[config.mk]
export PLATFORM = sky130hd
export DESIGN_NAME = sssx_exec
export DESIGN_NICKNAME = d
export VERILOG_FILES = /design/src/rtl/sssx_pkg.sv /design/src/rtl/sssx_alu.sv /design/src/rtl/sssx_exec.sv
export VERILOG_INCLUDE_DIRS = /design/src /design/src/rtl
export SDC_FILE = /design/constraint.sdc
export NUM_CORES = 1
export LEC_CHECK = 0
export BUFFER_PORTS_ARGS = -buffer_cell sky130_fd_sc_hd__buf_2
export CORE_MARGIN = 2
export CORE_UTILIZATION = 35
export CTS_BUF_LIST = sky130_fd_sc_hd__clkbuf_4 sky130_fd_sc_hd__clkbuf_8
export DETAILED_ROUTE_END_ITERATION = 12
export SYNTH_ARGS = -nofsm -noshare
export SYNTH_HDL_FRONTEND = slang
export SYNTH_SLANG_ARGS = --single-unit
[constraint.sdc]
create_clock -name REF_CLK_I -period 6.1 [get_ports REF_CLK_I]
set_input_delay 1.22 -clock REF_CLK_I [delete_from_list [all_inputs] [get_ports REF_CLK_I]]
set_output_delay 1.22 -clock REF_CLK_I [all_outputs]
set_load 0.01 [all_outputs]
[src/rtl/sssx_map.svh]
// Register offsets, field positions, reset values and timing counts
`ifndef SSSX_MAP_SVH
`define SSSX_MAP_SVH

// ----------------------------------------------------------------------
// Register byte offsets
// ----------------------------------------------------------------------
`define SSSX_OFF_CMD 8'h00
`define SSSX_OFF_ACC 8'h04
`define SSSX_OFF_FLAGS 8'h08
`define SSSX_OFF_STATUS 8'h0C
`define SSSX_MEM_BASE_HI 2'h1
`define SSSX_MEM_WORDS 16

// ----------------------------------------------------------------------
// Command register fields
// ----------------------------------------------------------------------
`define SSSX_CMD_OP_LSB 0
`define SSSX_CMD_OP_MSB 2
`define SSSX_CMD_ADR_LSB 4
`define SSSX_CMD_ADR_MSB 7
`define SSSX_CMD_IMM_LSB 8
`define SSSX_CMD_IMM_MSB 15

// ----------------------------------------------------------------------
// Flag register bit positions
// ----------------------------------------------------------------------
`define SSSX_FLAG_C 0
`define SSSX_FLAG_AC 1
`define SSSX_FLAG_Z 2
`define SSSX_FLAG_OV 3
`define SSSX_FLAG_SC 4
`define SSSX_FLAG_CZ 5

// ----------------------------------------------------------------------
// Status register fields
// ----------------------------------------------------------------------
`define SSSX_STAT_BUSY 0
`define SSSX_STAT_SKIP 1
`define SSSX_STAT_ILLEGAL 2
`define SSSX_STAT_CYC_LSB 4
`define SSSX_STAT_CYC_MSB 5
`define SSSX_STAT_CNT_LSB 8
`define SSSX_STAT_CNT_MSB 15

// ----------------------------------------------------------------------
// Reset values and cycle counts
// ----------------------------------------------------------------------
`define SSSX_RST_BYTE 8'h00
`define SSSX_CYCLES_PLAIN 2'h1
`define SSSX_CYCLES_SKIP 2'h2

`endif

[src/rtl/sssx_pkg.sv]
// Types shared by the subtract, swap and skip execution unit
package sssx_pkg;

  // Operation codes carried in the command register
  typedef enum logic [2:0] {
    SSSX_OP_NONE = 3'b000,
    SSSX_OP_SKIP_NZ = 3'b001,     // skip_if_nonzero_op
    SSSX_OP_SUB_ACC = 3'b010,     // Memory from accumulator, into acc
    SSSX_OP_SUB_MEM = 3'b011,     // subtract_into_memory_op
    SSSX_OP_SUB_IMM = 3'b100,     // Immediate from accumulator
    SSSX_OP_SWAP_MEM = 3'b101,    // Nibble swap in place
    SSSX_OP_SWAP_ACC = 3'b110,    // nibble_exchange_to_acc_op
    SSSX_OP_RSVD = 3'b111
  } sssx_op_type;

  // Execution sequencer states
  typedef enum logic [1:0] {
    SSSX_ST_IDLE = 2'b00,
    SSSX_ST_EXEC = 2'b01,
    SSSX_ST_DUMMY = 2'b10
  } sssx_state_type;

  // Status flags touched by the subtract forms
  typedef struct packed {
    logic cascaded_zero_flag;
    logic signed_compare_flag;
    logic overflow_flag;
    logic zero_flag;
    logic aux_carry_flag;
    logic carry_flag;
  } sssx_flags_type;

  // Result of the datapath for one instruction
  typedef struct packed {
    logic [7:0] value;
    sssx_flags_type flags;
  } sssx_alu_out_type;

endpackage : sssx_pkg

[src/rtl/sssx_alu.sv]
// Combinational subtract and nibble swap datapath
`timescale 1ns/1ps
module sssx_alu
  import sssx_pkg::*;
(
  input wire sssx_pkg::sssx_op_type op_i,    // Operation in flight
  input wire logic [7:0] acc_i,              // Accumulator value
  input wire logic [7:0] operand_i,          // Memory byte or immediate
  output sssx_pkg::sssx_alu_out_type res_o   // Value and new flags
);

  // --------------------------------------------------------------------
  // Subtraction with borrow tracking
  // --------------------------------------------------------------------
  logic [8:0] wide_diff;   // Bit 8 is the borrow out
  logic [4:0] half_diff;   // Bit 4 is the borrow out of the low nibble
  logic ovf;               // Signed overflow of acc minus operand

  // Widen by one bit so the borrow falls out of the subtraction itself
  assign wide_diff = {1'b0, acc_i} - {1'b0, operand_i};
  assign half_diff = {1'b0, acc_i[3:0]} - {1'b0, operand_i[3:0]};
  assign ovf = (acc_i[7] ^ operand_i[7]) & (acc_i[7] ^ wide_diff[7]);

  // --------------------------------------------------------------------
  // Result selection
  // --------------------------------------------------------------------
  // Swap forms only produce a value; flags field is don't-care for them
  always_comb
  begin
    res_o.value = wide_diff[7:0];
    // Borrow means negative difference, so carry is its inverse
    res_o.flags.carry_flag = ~wide_diff[8];
    res_o.flags.aux_carry_flag = ~half_diff[4];
    res_o.flags.zero_flag = (wide_diff[7:0] == 8'h00);
    res_o.flags.overflow_flag = ovf;
    // Set when acc is signed greater or equal to the operand
    res_o.flags.signed_compare_flag = ~(ovf ^ wide_diff[7]);
    // Single byte subtract: cascaded zero follows plain zero
    res_o.flags.cascaded_zero_flag = (wide_diff[7:0] == 8'h00);
    if (op_i == SSSX_OP_SWAP_MEM || op_i == SSSX_OP_SWAP_ACC)
    begin
      // High and low nibbles trade places
      res_o.value = {operand_i[3:0], operand_i[7:4]};
    end
  end

endmodule : sssx_alu

[src/rtl/sssx_exec.sv]
// Execution unit for skip, subtract and nibble swap with Wishbone access
`timescale 1ns/1ps
`include "sssx_map.svh"

module sssx_exec
  import sssx_pkg::*;
(
  input wire logic REF_CLK_I,           // 40 MHz core clock
  input wire logic NRST_I,              // Asynchronous reset, active low
  input wire logic WB_CYC_I,            // Wishbone cycle
  input wire logic WB_STB_I,            // Wishbone strobe
  input wire logic WB_WE_I,             // Wishbone write enable
  input wire logic [7:0] WB_ADR_I,      // Wishbone byte address
  input wire logic [3:0] WB_SEL_I,      // Wishbone byte lanes
  input wire logic [31:0] WB_DAT_I,     // Wishbone write data
  output logic [31:0] WB_DAT_O,         // Wishbone read data
  output logic WB_ACK_O,                // Wishbone acknowledge
  output logic BUSY_O,                  // Instruction in progress
  output logic SKIP_O                   // Dummy cycle of a taken skip
);
  import sssx_pkg::*;

  // --------------------------------------------------------------------
  // Reset synchroniser
  // --------------------------------------------------------------------
  logic rst_meta_n;  // First stage, read only by the second
  logic rst_n;       // Released copy used by all other logic

  // Release is synchronised so no flop leaves reset on a split edge
  always_ff @(posedge REF_CLK_I or negedge NRST_I)
  begin
    if (!NRST_I)
    begin
      rst_meta_n <= 1'b0;
      rst_n <= 1'b0;
    end
    else
    begin
      rst_meta_n <= 1'b1;
      rst_n <= rst_meta_n;
    end
  end

  // --------------------------------------------------------------------
  // State
  // --------------------------------------------------------------------
  sssx_state_type state;        // Sequencer state
  sssx_op_type cmd_op;          // Latched operation
  logic [3:0] cmd_adr;          // Latched memory address
  logic [7:0] cmd_imm;          // Latched immediate constant
  logic [7:0] acc;              // Accumulator
  sssx_flags_type flags;        // Status flags
  logic [7:0] mem [0:`SSSX_MEM_WORDS-1];  // Data memory bytes
  logic skip_taken;             // Last executed instruction was a taken skip
  logic illegal;                // Last command code was not executable
  logic [1:0] last_cycles;      // Cycles used by last instruction
  logic [7:0] instr_count;      // Executed instructions, wraps
  sssx_alu_out_type alu_res;    // Datapath answer
  logic [7:0] operand;          // Memory byte or immediate
  logic [7:0] mem_byte;         // Addressed memory byte

  // --------------------------------------------------------------------
  // Helper functions
  // --------------------------------------------------------------------
  // Decoding used by the flag update path
  function automatic logic is_sub(input sssx_op_type op);
    is_sub = (op == SSSX_OP_SUB_ACC) || (op == SSSX_OP_SUB_MEM) ||
             (op == SSSX_OP_SUB_IMM);
  endfunction : is_sub

  // Codes that the sequencer will run
  function automatic logic is_legal(input logic [2:0] code);
    is_legal = (code != 3'h0) && (code != 3'h7);
  endfunction : is_legal

  // --------------------------------------------------------------------
  // Bus decode
  // --------------------------------------------------------------------
  logic bus_req;     // New request this cycle
  logic bus_wr;      // Write accepted this cycle
  logic mem_hit;     // Address falls in data memory window
  logic [3:0] mem_idx;  // Data memory word index
  logic exec_now;    // Sequencer performs the operation this cycle
  logic cmd_wr;      // Command register written while idle

  assign bus_req = WB_CYC_I & WB_STB_I & ~WB_ACK_O;
  assign bus_wr = bus_req & WB_WE_I & WB_SEL_I[0];
  assign mem_hit = (WB_ADR_I[7:6] == `SSSX_MEM_BASE_HI);
  assign mem_idx = WB_ADR_I[5:2];
  assign exec_now = (state == SSSX_ST_EXEC);
  // Commands arriving while busy are dropped, so one runs at a time
  assign cmd_wr = bus_wr & (WB_ADR_I == `SSSX_OFF_CMD) &
                  (state == SSSX_ST_IDLE);

  // --------------------------------------------------------------------
  // Datapath
  // --------------------------------------------------------------------
  assign mem_byte = mem[cmd_adr];
  assign operand = (cmd_op == SSSX_OP_SUB_IMM) ? cmd_imm : mem_byte;

  sssx_alu sssx_alu_inst (
    .op_i(cmd_op),
    .acc_i(acc),
    .operand_i(operand),
    .res_o(alu_res)
  );

  // --------------------------------------------------------------------
  // Sequencer
  // --------------------------------------------------------------------
  // Idle until a command, one execute cycle, then a dummy cycle only
  // when a skip is taken
  always_ff @(posedge REF_CLK_I or negedge rst_n)
  begin
    if (!rst_n)
    begin
      state <= SSSX_ST_IDLE;
    end
    else
    begin
      unique case (state)
        SSSX_ST_IDLE:
        begin
          if (cmd_wr && is_legal(WB_DAT_I[2:0]))
          begin
            state <= SSSX_ST_EXEC;
          end
        end
        SSSX_ST_EXEC:
        begin
          if (cmd_op == SSSX_OP_SKIP_NZ && mem_byte != 8'h00)
          begin
            state <= SSSX_ST_DUMMY;
          end
          else
          begin
            state <= SSSX_ST_IDLE;
          end
        end
        SSSX_ST_DUMMY:
        begin
          // Stands in for the skipped fetch
          state <= SSSX_ST_IDLE;
        end
        default:
        begin
          state <= SSSX_ST_IDLE;     // Unused code recovers to idle
        end
      endcase
    end
  end

  // --------------------------------------------------------------------
  // Command latch and completion status
  // --------------------------------------------------------------------
  always_ff @(posedge REF_CLK_I or negedge rst_n)
  begin
    if (!rst_n)
    begin
      cmd_op <= SSSX_OP_NONE;
      cmd_adr <= 4'h0;
      cmd_imm <= `SSSX_RST_BYTE;
      illegal <= 1'b0;
      skip_taken <= 1'b0;
      last_cycles <= 2'h0;
      instr_count <= 8'h00;
    end
    else
    begin
      if (cmd_wr)
      begin
        // Command fields are kept for read-back
        cmd_op <= sssx_op_type'(WB_DAT_I[`SSSX_CMD_OP_MSB:`SSSX_CMD_OP_LSB]);
        cmd_adr <= WB_DAT_I[`SSSX_CMD_ADR_MSB:`SSSX_CMD_ADR_LSB];
        cmd_imm <= WB_DAT_I[`SSSX_CMD_IMM_MSB:`SSSX_CMD_IMM_LSB];
        illegal <= ~is_legal(WB_DAT_I[2:0]);
      end
      if (exec_now)
      begin
        instr_count <= instr_count + 8'h01;
        if (cmd_op == SSSX_OP_SKIP_NZ && mem_byte != 8'h00)
        begin
          skip_taken <= 1'b1;
          last_cycles <= `SSSX_CYCLES_SKIP;
        end
        else
        begin
          skip_taken <= 1'b0;
          last_cycles <= `SSSX_CYCLES_PLAIN;
        end
      end
    end
  end

  // --------------------------------------------------------------------
  // Accumulator
  // --------------------------------------------------------------------
  // Execution and bus writes cannot meet: bus writes need idle state
  always_ff @(posedge REF_CLK_I or negedge rst_n)
  begin
    if (!rst_n)
    begin
      acc <= `SSSX_RST_BYTE;
    end
    else if (exec_now)
    begin
      if (cmd_op == SSSX_OP_SUB_ACC || cmd_op == SSSX_OP_SUB_IMM ||
          cmd_op == SSSX_OP_SWAP_ACC)
      begin
        acc <= alu_res.value;
      end
    end
    else if (bus_wr && state == SSSX_ST_IDLE &&
             WB_ADR_I == `SSSX_OFF_ACC)
    begin
      acc <= WB_DAT_I[7:0];
    end
  end

  // --------------------------------------------------------------------
  // Status flags
  // --------------------------------------------------------------------
  always_ff @(posedge REF_CLK_I or negedge rst_n)
  begin
    if (!rst_n)
    begin
      flags <= sssx_flags_type'(6'h00);
    end
    else if (exec_now)
    begin
      // Swap and skip leave flags alone
      if (is_sub(cmd_op))
      begin
        flags <= alu_res.flags;
      end
    end
    else if (bus_wr && state == SSSX_ST_IDLE &&
             WB_ADR_I == `SSSX_OFF_FLAGS)
    begin
      flags <= sssx_flags_type'(WB_DAT_I[5:0]);
    end
  end

  // --------------------------------------------------------------------
  // Data memory
  // --------------------------------------------------------------------
  always_ff @(posedge REF_CLK_I or negedge rst_n)
  begin
    if (!rst_n)
    begin
      for (int i = 0; i < `SSSX_MEM_WORDS; i++)
      begin
        mem[i] <= `SSSX_RST_BYTE;
      end
    end
    else if (exec_now)
    begin
      if (cmd_op == SSSX_OP_SKIP_NZ)
      begin
        mem[cmd_adr] <= mem_byte;       // Rewritten unchanged
      end
      else if (cmd_op == SSSX_OP_SUB_MEM || cmd_op == SSSX_OP_SWAP_MEM)
      begin
        mem[cmd_adr] <= alu_res.value;
      end
    end
    else if (bus_wr && state == SSSX_ST_IDLE && mem_hit)
    begin
      mem[mem_idx] <= WB_DAT_I[7:0];
    end
  end

  // --------------------------------------------------------------------
  // Wishbone answer
  // --------------------------------------------------------------------
  // Every access, mapped or not, is acked one cycle after the strobe
  always_ff @(posedge REF_CLK_I or negedge rst_n)
  begin
    if (!rst_n)
    begin
      WB_ACK_O <= 1'b0;
      WB_DAT_O <= 32'h0000_0000;
    end
    else
    begin
      WB_ACK_O <= bus_req;
      if (bus_req && !WB_WE_I)
      begin
        WB_DAT_O <= 32'h0000_0000;  // Unmapped reads give zero
        if (mem_hit)
        begin
          WB_DAT_O[7:0] <= mem[mem_idx];
        end
        else
        begin
          unique case (WB_ADR_I)
            `SSSX_OFF_CMD:
            begin
              WB_DAT_O[15:0] <= {cmd_imm, cmd_adr, 1'b0, cmd_op};
            end
            `SSSX_OFF_ACC:
            begin
              WB_DAT_O[7:0] <= acc;
            end
            `SSSX_OFF_FLAGS:
            begin
              WB_DAT_O[5:0] <= flags;
            end
            `SSSX_OFF_STATUS:
            begin
              WB_DAT_O[15:0] <= {instr_count, 2'b00, last_cycles, 1'b0,
                                 illegal, skip_taken,
                                 (state != SSSX_ST_IDLE)};
            end
            default:
            begin
              WB_DAT_O <= 32'h0000_0000;
            end
          endcase
        end
      end
    end
  end

  // --------------------------------------------------------------------
  // Pin status
  // --------------------------------------------------------------------
  assign BUSY_O = (state != SSSX_ST_IDLE);
  assign SKIP_O = (state == SSSX_ST_DUMMY);

endmodule : sssx_exec

* Yosys cells after proc, flatten, opt, wreduce, memory -nomap -nowiden *
Cells that the tools add are included.

operators by class
  bitwise logic cells = 17
  add/sub/neg operators = 3
  reductions and logical operators = 29
  order comparisons = 4
  equality and inequality tests = 17
  mux-type cells = 35

operators by type and width
  kind                   count
  $mux W128              4
  $bwmux W128            3
  $mux W8                13
  $bmux W8 S4            2
  $demux W8 S4           2
  $pmux W6 S4            1
  $mux W6                3
  $eq A8 B4 Y1 const B   2
  $logic_not A8 Y1       2
  $pmux W8 S2            1
  $ge A5 B5 Y1 const B   2
  $logic_and A1 B1 Y1    10
  $lt A5 B1 Y1 const B   2
  $not A4 Y5             2
  $eq A3 B3 Y1 const B   3
  $sub A8 B8 Y9          1
  $add A8 B1 Y8 const B  1
  $eq A8 B3 Y1 const B   1
  $pmux W2 S2            2
  $reduce_bool A2 Y1     4
  $reduce_bool A8 Y1     1
  $and A1 B1 Y1          7
  $eq A3 B2 Y1 const B   2
  $logic_or A1 B1 Y1     6
  other kinds (16)       28

storage, ports and cells
  output and inout port bits = 35
  bits in registers = 206
  word-level logic and storage cells = 140

* Logic depth before layout (Yosys ltp) *
  word-level depth = 12
  depth in mapped cells = 23
  gate-level depth less buffers = 17

* Cells and area by module *
From an unflattened synthesis, not the netlist that was laid out.

second synthesis, totals
  cells, all modules = 1150
  area, all modules = 11666.2 µm²

by module, submodules not included
  module     instances  cells an instance  area an instance (µm²)
  sssx_exec  1          1077               11158.2
  sssx_alu   1          73                 508.0

* Worst setup path before layout *
Ideal clock, no wire load.

  path kind = register -> register
  start = register cmd_adr[0]
  end = register flags[2] (netlist bit)
  path slack = 0.826 ns
  stages on the path, launching flop included = 23
  path buffers = 5
  period minus slack after synthesis = 5.274 ns
  arrival = 5.197 ns
  path through = dfrtp_1 -> buf_6 -> buf_6 -> buf_6 -> mux4_2 -> a22o_1 -> nor2_1 -> buf_2 -> buf_2 -> nor2_1 -> a21oi_1 -> ha_1 -> o21ai_0 -> a21oi_1 -> o21ai_0 -> a21oi_1 -> o21ai_0 -> nand2b_1 -> fa_1 -> or4b_2 -> or4_1 -> o21a_1 -> a21oi_1

between the ends
  longest elaborated chain between the ends = 9

RTL lines
  what                                         RTL line          source
  start, declared                              sssx_exec.sv:49   logic [3:0] cmd_adr;
  start signal, assigned                       sssx_exec.sv:174  cmd_adr <= WB_DAT_I[`SSSX_CMD_ADR_MSB:`SSSX_CMD_ADR_LSB];
  $not A4 Y5 (not written as such)             sssx_exec.sv:98   assign mem_byte = mem[cmd_adr];
  $bmux W8 S4                                  sssx_exec.sv:98
  $mux W8 (not written as such) (2 in series)  sssx_exec.sv:98
  $mux W8                                      sssx_exec.sv:99   assign operand = (cmd_op == SSSX_OP_SUB_IMM) ? cmd_imm : mem_byte;
  $sub A8 B8 Y9                                sssx_alu.sv:20    assign wide_diff = {1'b0, acc_i} - {1'b0, operand_i};
  $logic_not A8 Y1                             sssx_alu.sv:34    res_o.flags.zero_flag = (wide_diff[7:0] == 8'h00);
  $mux W6                                      sssx_exec.sv:232  if (is_sub(cmd_op))
  $mux W6                                      sssx_exec.sv:229  else if (exec_now)
  end signal, assigned                         sssx_exec.sv:227  flags <= sssx_flags_type'(6'h00);
  end signal, assigned                         sssx_exec.sv:234  flags <= alu_res.flags;
  end signal, assigned                         sssx_exec.sv:240  flags <= sssx_flags_type'(WB_DAT_I[5:0]);
  end, declared                                sssx_exec.sv:52   sssx_flags_type flags;

No other way between the ends. The select of a mux whose other input is x is not followed.
A chain may end at the register's enable or synchronous reset.

* Worst setup path in the final report *
Ends and elaborated chain as after synthesis.

==> summary.md <==
| Metric | Value |
|---|---|
| Cells after synthesis | 1274 |
| Ant. Diodes | 0 |
| P&R area growth vs syn | 9.708% |
| Post-synth EDFFs | 0 |
| Maxcap violations | 0 |
| DRC Markers | 0 |
| Sw Share | between 20% and 30% |
| Post_cts resized | 0 |
| Worst setup SP type | flip-flop |
| Largest cells by area after synthesis | dfrtp_1 38%, mux4_2 14%, o221ai_1 4.5% |
| Netlist cell types | between 50 and 60 |
| #FFs+latches synth | 189 |
| Setup crit end kind | flip-flop |
| # hold bufs at CTS | 0 |
| Initial Utilization | 35.58% |
| Setup violators final | 0 |
| Layout cells sized above 1 | between 10% and 20% |
| FF-to-FF Start | cmd_adr[0] |
| Most common cell after layout, fill and taps aside | dfrtp_1 |
| Part of the power in the clock network | 36.7% |
| P_sw | about 0.8 mW |
| Via count | 11448 |
| Setup TNS | 0 ns |
| Die area | 36720 um2 |
| NumNets Final | 1349 |
| Mean Syn Cell Area | 9.672 um2 |
| Post-route ant nets | 0 |
| Internal power | 1.915 mW |
| Die width | about 190 um |
| RSZ-0062 raised after global routing | no |
| Drt total wl | approximately 48 mm |
| Congestion Overflow GR | 0 |
| Slew Viols, Final | 0 |
| Port bufs | 48 |
| Postcts setup bufs | 0 |
| Slew Limit Headroom | 25.35% |
| Status | completed |
| Syn. warnings | 0 |
| Synth top area share | 38.38% |
| R2R Path End | flags[2] |
| Critical Path RT | 6.53 ns |
| DRT iter0 DRCs | about 1600 |
| Die Ht | 191.6 um |
| Drt pass-1 iters | 6 |
| DP Wirelength | 34.08 mm |
| WP data arrival | 6.00 ns |
| Register area share after synthesis | 38.38% |
| FMAX | 0.1795 GHz |
| FILL cells | 3486 |
| Post-synth ARST share | 100.0% |
| Post-layout util | 39.04% |
| Vias per cell | 6.531 |
| Initial antenna violation count | 0 |
| Clock skew | 0.03071 ns |
| Critical path class | flip-flop to flip-flop |
| Power Density | 200.3 nW/um2 |
| H-Tree Depth | 4 |
| Pin count of the biggest net entering global routing | around 160 |
| Max clock buf depth | 2 |
| Commonest cells after routing, fill and taps aside | 186 x dfrtp_1, 137 x nor2_1, 126 x nand2_1, 90 x a21oi_1, 77 x mux4_2 |
| Final hold vios | 0 |
| I/O Pins | 84 |
| Worst r2r path cells | 17 |
| Synth Cell Area | 12320 um2 |
| Main synth FF type | dfrtp_1 |
| Logic pwr share | 13.7% |
| Clock Sinks | ~190 |
| Minimum clock period | about 5.6 ns |
| Reg2Reg Setup Slack | roughly 0.53 ns |
| Num CTS Buffers | 17 |
| Sequential Power Share | between 40% and 50% |
| Part of the cycle the worst path needs | 91.34% |
| Crit-path max FO | 16 |
| Worst-Margin Slew | 1.120 ns |
| Clk_lat worst skew | 0.52 ns |
| Post-synth top area cell | dfrtp_1 |
| Core Area | 34630 um2 |
| Worst-path clk slew | 0.11 ns |
| Max IR drop VDD | 0.2108 mV |
| Row Count | 68 |
| Worst Hold Class | flip-flop to async pin |
| Leakage | 5.211 nW |
| Root Buffer | clkbuf_8 |
| Vias in the first global route | approximately 11000 |
| Overall global routing resource usage | 26.20% |
| CTS tree | yes |
| First-pass GRT wire length | 70.87 mm |
| GP Congestion | 0.9752 |
| Average wire per standard cell | about 27 um |
[cell usage after synthesis (all sizes together), types with 4 or more instances]
master / instances
clkbuf: 71
a31oi: 18
ha: 11
o31ai: 20
a22oi: 32
dfrtp: 189
or2: 5
inv: 29
a32oi: 17
nand2b: 9
mux2i: 24
a21oi: 90
nor4: 4
and2: 9
a22o: 4
o21a: 18
o21ai: 52
buf: 49
o221ai: 63
xnor2: 8
nand3b: 5
mux4: 77
mux2: 16
nand3: 44
nor2: 138
a211oi: 4
and3: 5
a221oi: 7
nand2: 126
o22a: 33
nor3: 47
nor2b: 14
o22ai: 8
[power by group through the flow]
stage	sequential, mW	combinational (mW)	clock (mW)
after CTS	1.34	0.363	1.00
after detailed placement	1.37	0.362	0
after global placement	1.36	0.360	0
after floorplan	1.37	0.225	0
final	1.34	0.372	0.993
after global routing	1.35	0.395	1.05
[worst max-delay path by stage]
stage | start | endpoint | slack [ns] | cells past startpoint
2_1_floorplan | rst_n | WB_ACK_O | 0.44 | 0
3_3_place_gp | cmd_adr[0] | flags[2] | 0.67 | 18
3_5_place_dp | cmd_adr[0] | flags[2] | 0.62 | 18
4_1_cts | cmd_adr[0] | flags[2] | 0.58 | 18
5_1_grt | cmd_adr[0] | flags[2] | 0.20 | 17
6_report | cmd_adr[0] | flags[2] | 0.53 | 17
[per-layer routing]
metal  track usage [%]  wire length [um]
met5                 0                 0
met3             6.907              4754
met1             34.08             18930
met4             10.92              1945
met2             41.35             21930
[through the flow]
stage	hold slack (ns)	instance area, um2	setup slack (ns)	power [mW]	std cells
after floorplan	0.3312	12380	0.4434	1.596	1289
after global placement	0.2865	13070	0.6724	1.724	1723
after detailed placement	0.2842	13070	0.6205	1.730	1723
after CTS	0.2956	13520	0.5802	2.706	1753
after global routing	0.3167	13520	0.2006	2.793	1753
final	0.2684	13520	0.5285	2.708	1753
[state kept, by name, summed over array words and instances, names as in the netlist]
| signal | flops |
|---|---|
| cmd_op | 3 |
| mem | 128 |
| flags | 6 |
| cmd_imm | 8 |
| WB_ACK_O | 1 |
| acc | 8 |
| illegal | 1 |
| last_cycles | 1 |
| WB_DAT_O | 16 |
| state | 2 |
| rst_meta_n | 1 |
| skip_taken | 1 |
| rst_n | 1 |
| cmd_adr | 4 |
| instr_count | 8 |
[logic make-up (layout without fill, tap and decap cells)]
logic type,Yosys count,in the layout,synth area share [%]
simple gates,415,415,15.00
compound gates,378,378,21.35
flops,189,189,38.38
fa+ha+maj,13,13,1.442
mux,117,117,17.49
buf+inv,149,158,5.493
other cells,2,17,0.06095
xor+xnor,11,11,0.7819
[layout make-up]
cell class | count | area, um2 | share of cell area, %
Timing Repair Buffer | 99 | 673.1 | 4.980
Inverter | 29 | 108.9 | 0.8053
Multi-Input combinational cell | 951 | 6983 | 51.66
Clock buffer | 17 | 234.0 | 1.731
Tap cell | 455 | 569.3 | 4.211
Clock inverter | 13 | 214.0 | 1.583
Sequential cell | 189 | 4736 | 35.03
[critical path, stage by stage (launching register included)]
cell and delay [ns]:
dfrtp_2 0.68, buf_12 0.25, mux4_2 0.52, a22oi_1 0.44, a21oi_1 0.24, a21oi_1 0.22, ha_1 0.30, o21ai_0 0.09
a21oi_1 0.07, o21ai_0 0.22, a21oi_1 0.17, o21ai_0 0.19, nand2b_1 0.10, fa_1 0.53, or4b_2 0.66, or4_1 0.43
o21a_1 0.22, a21oi_1 0.14
Note: power is estimated with default switching activity, not from simulation.
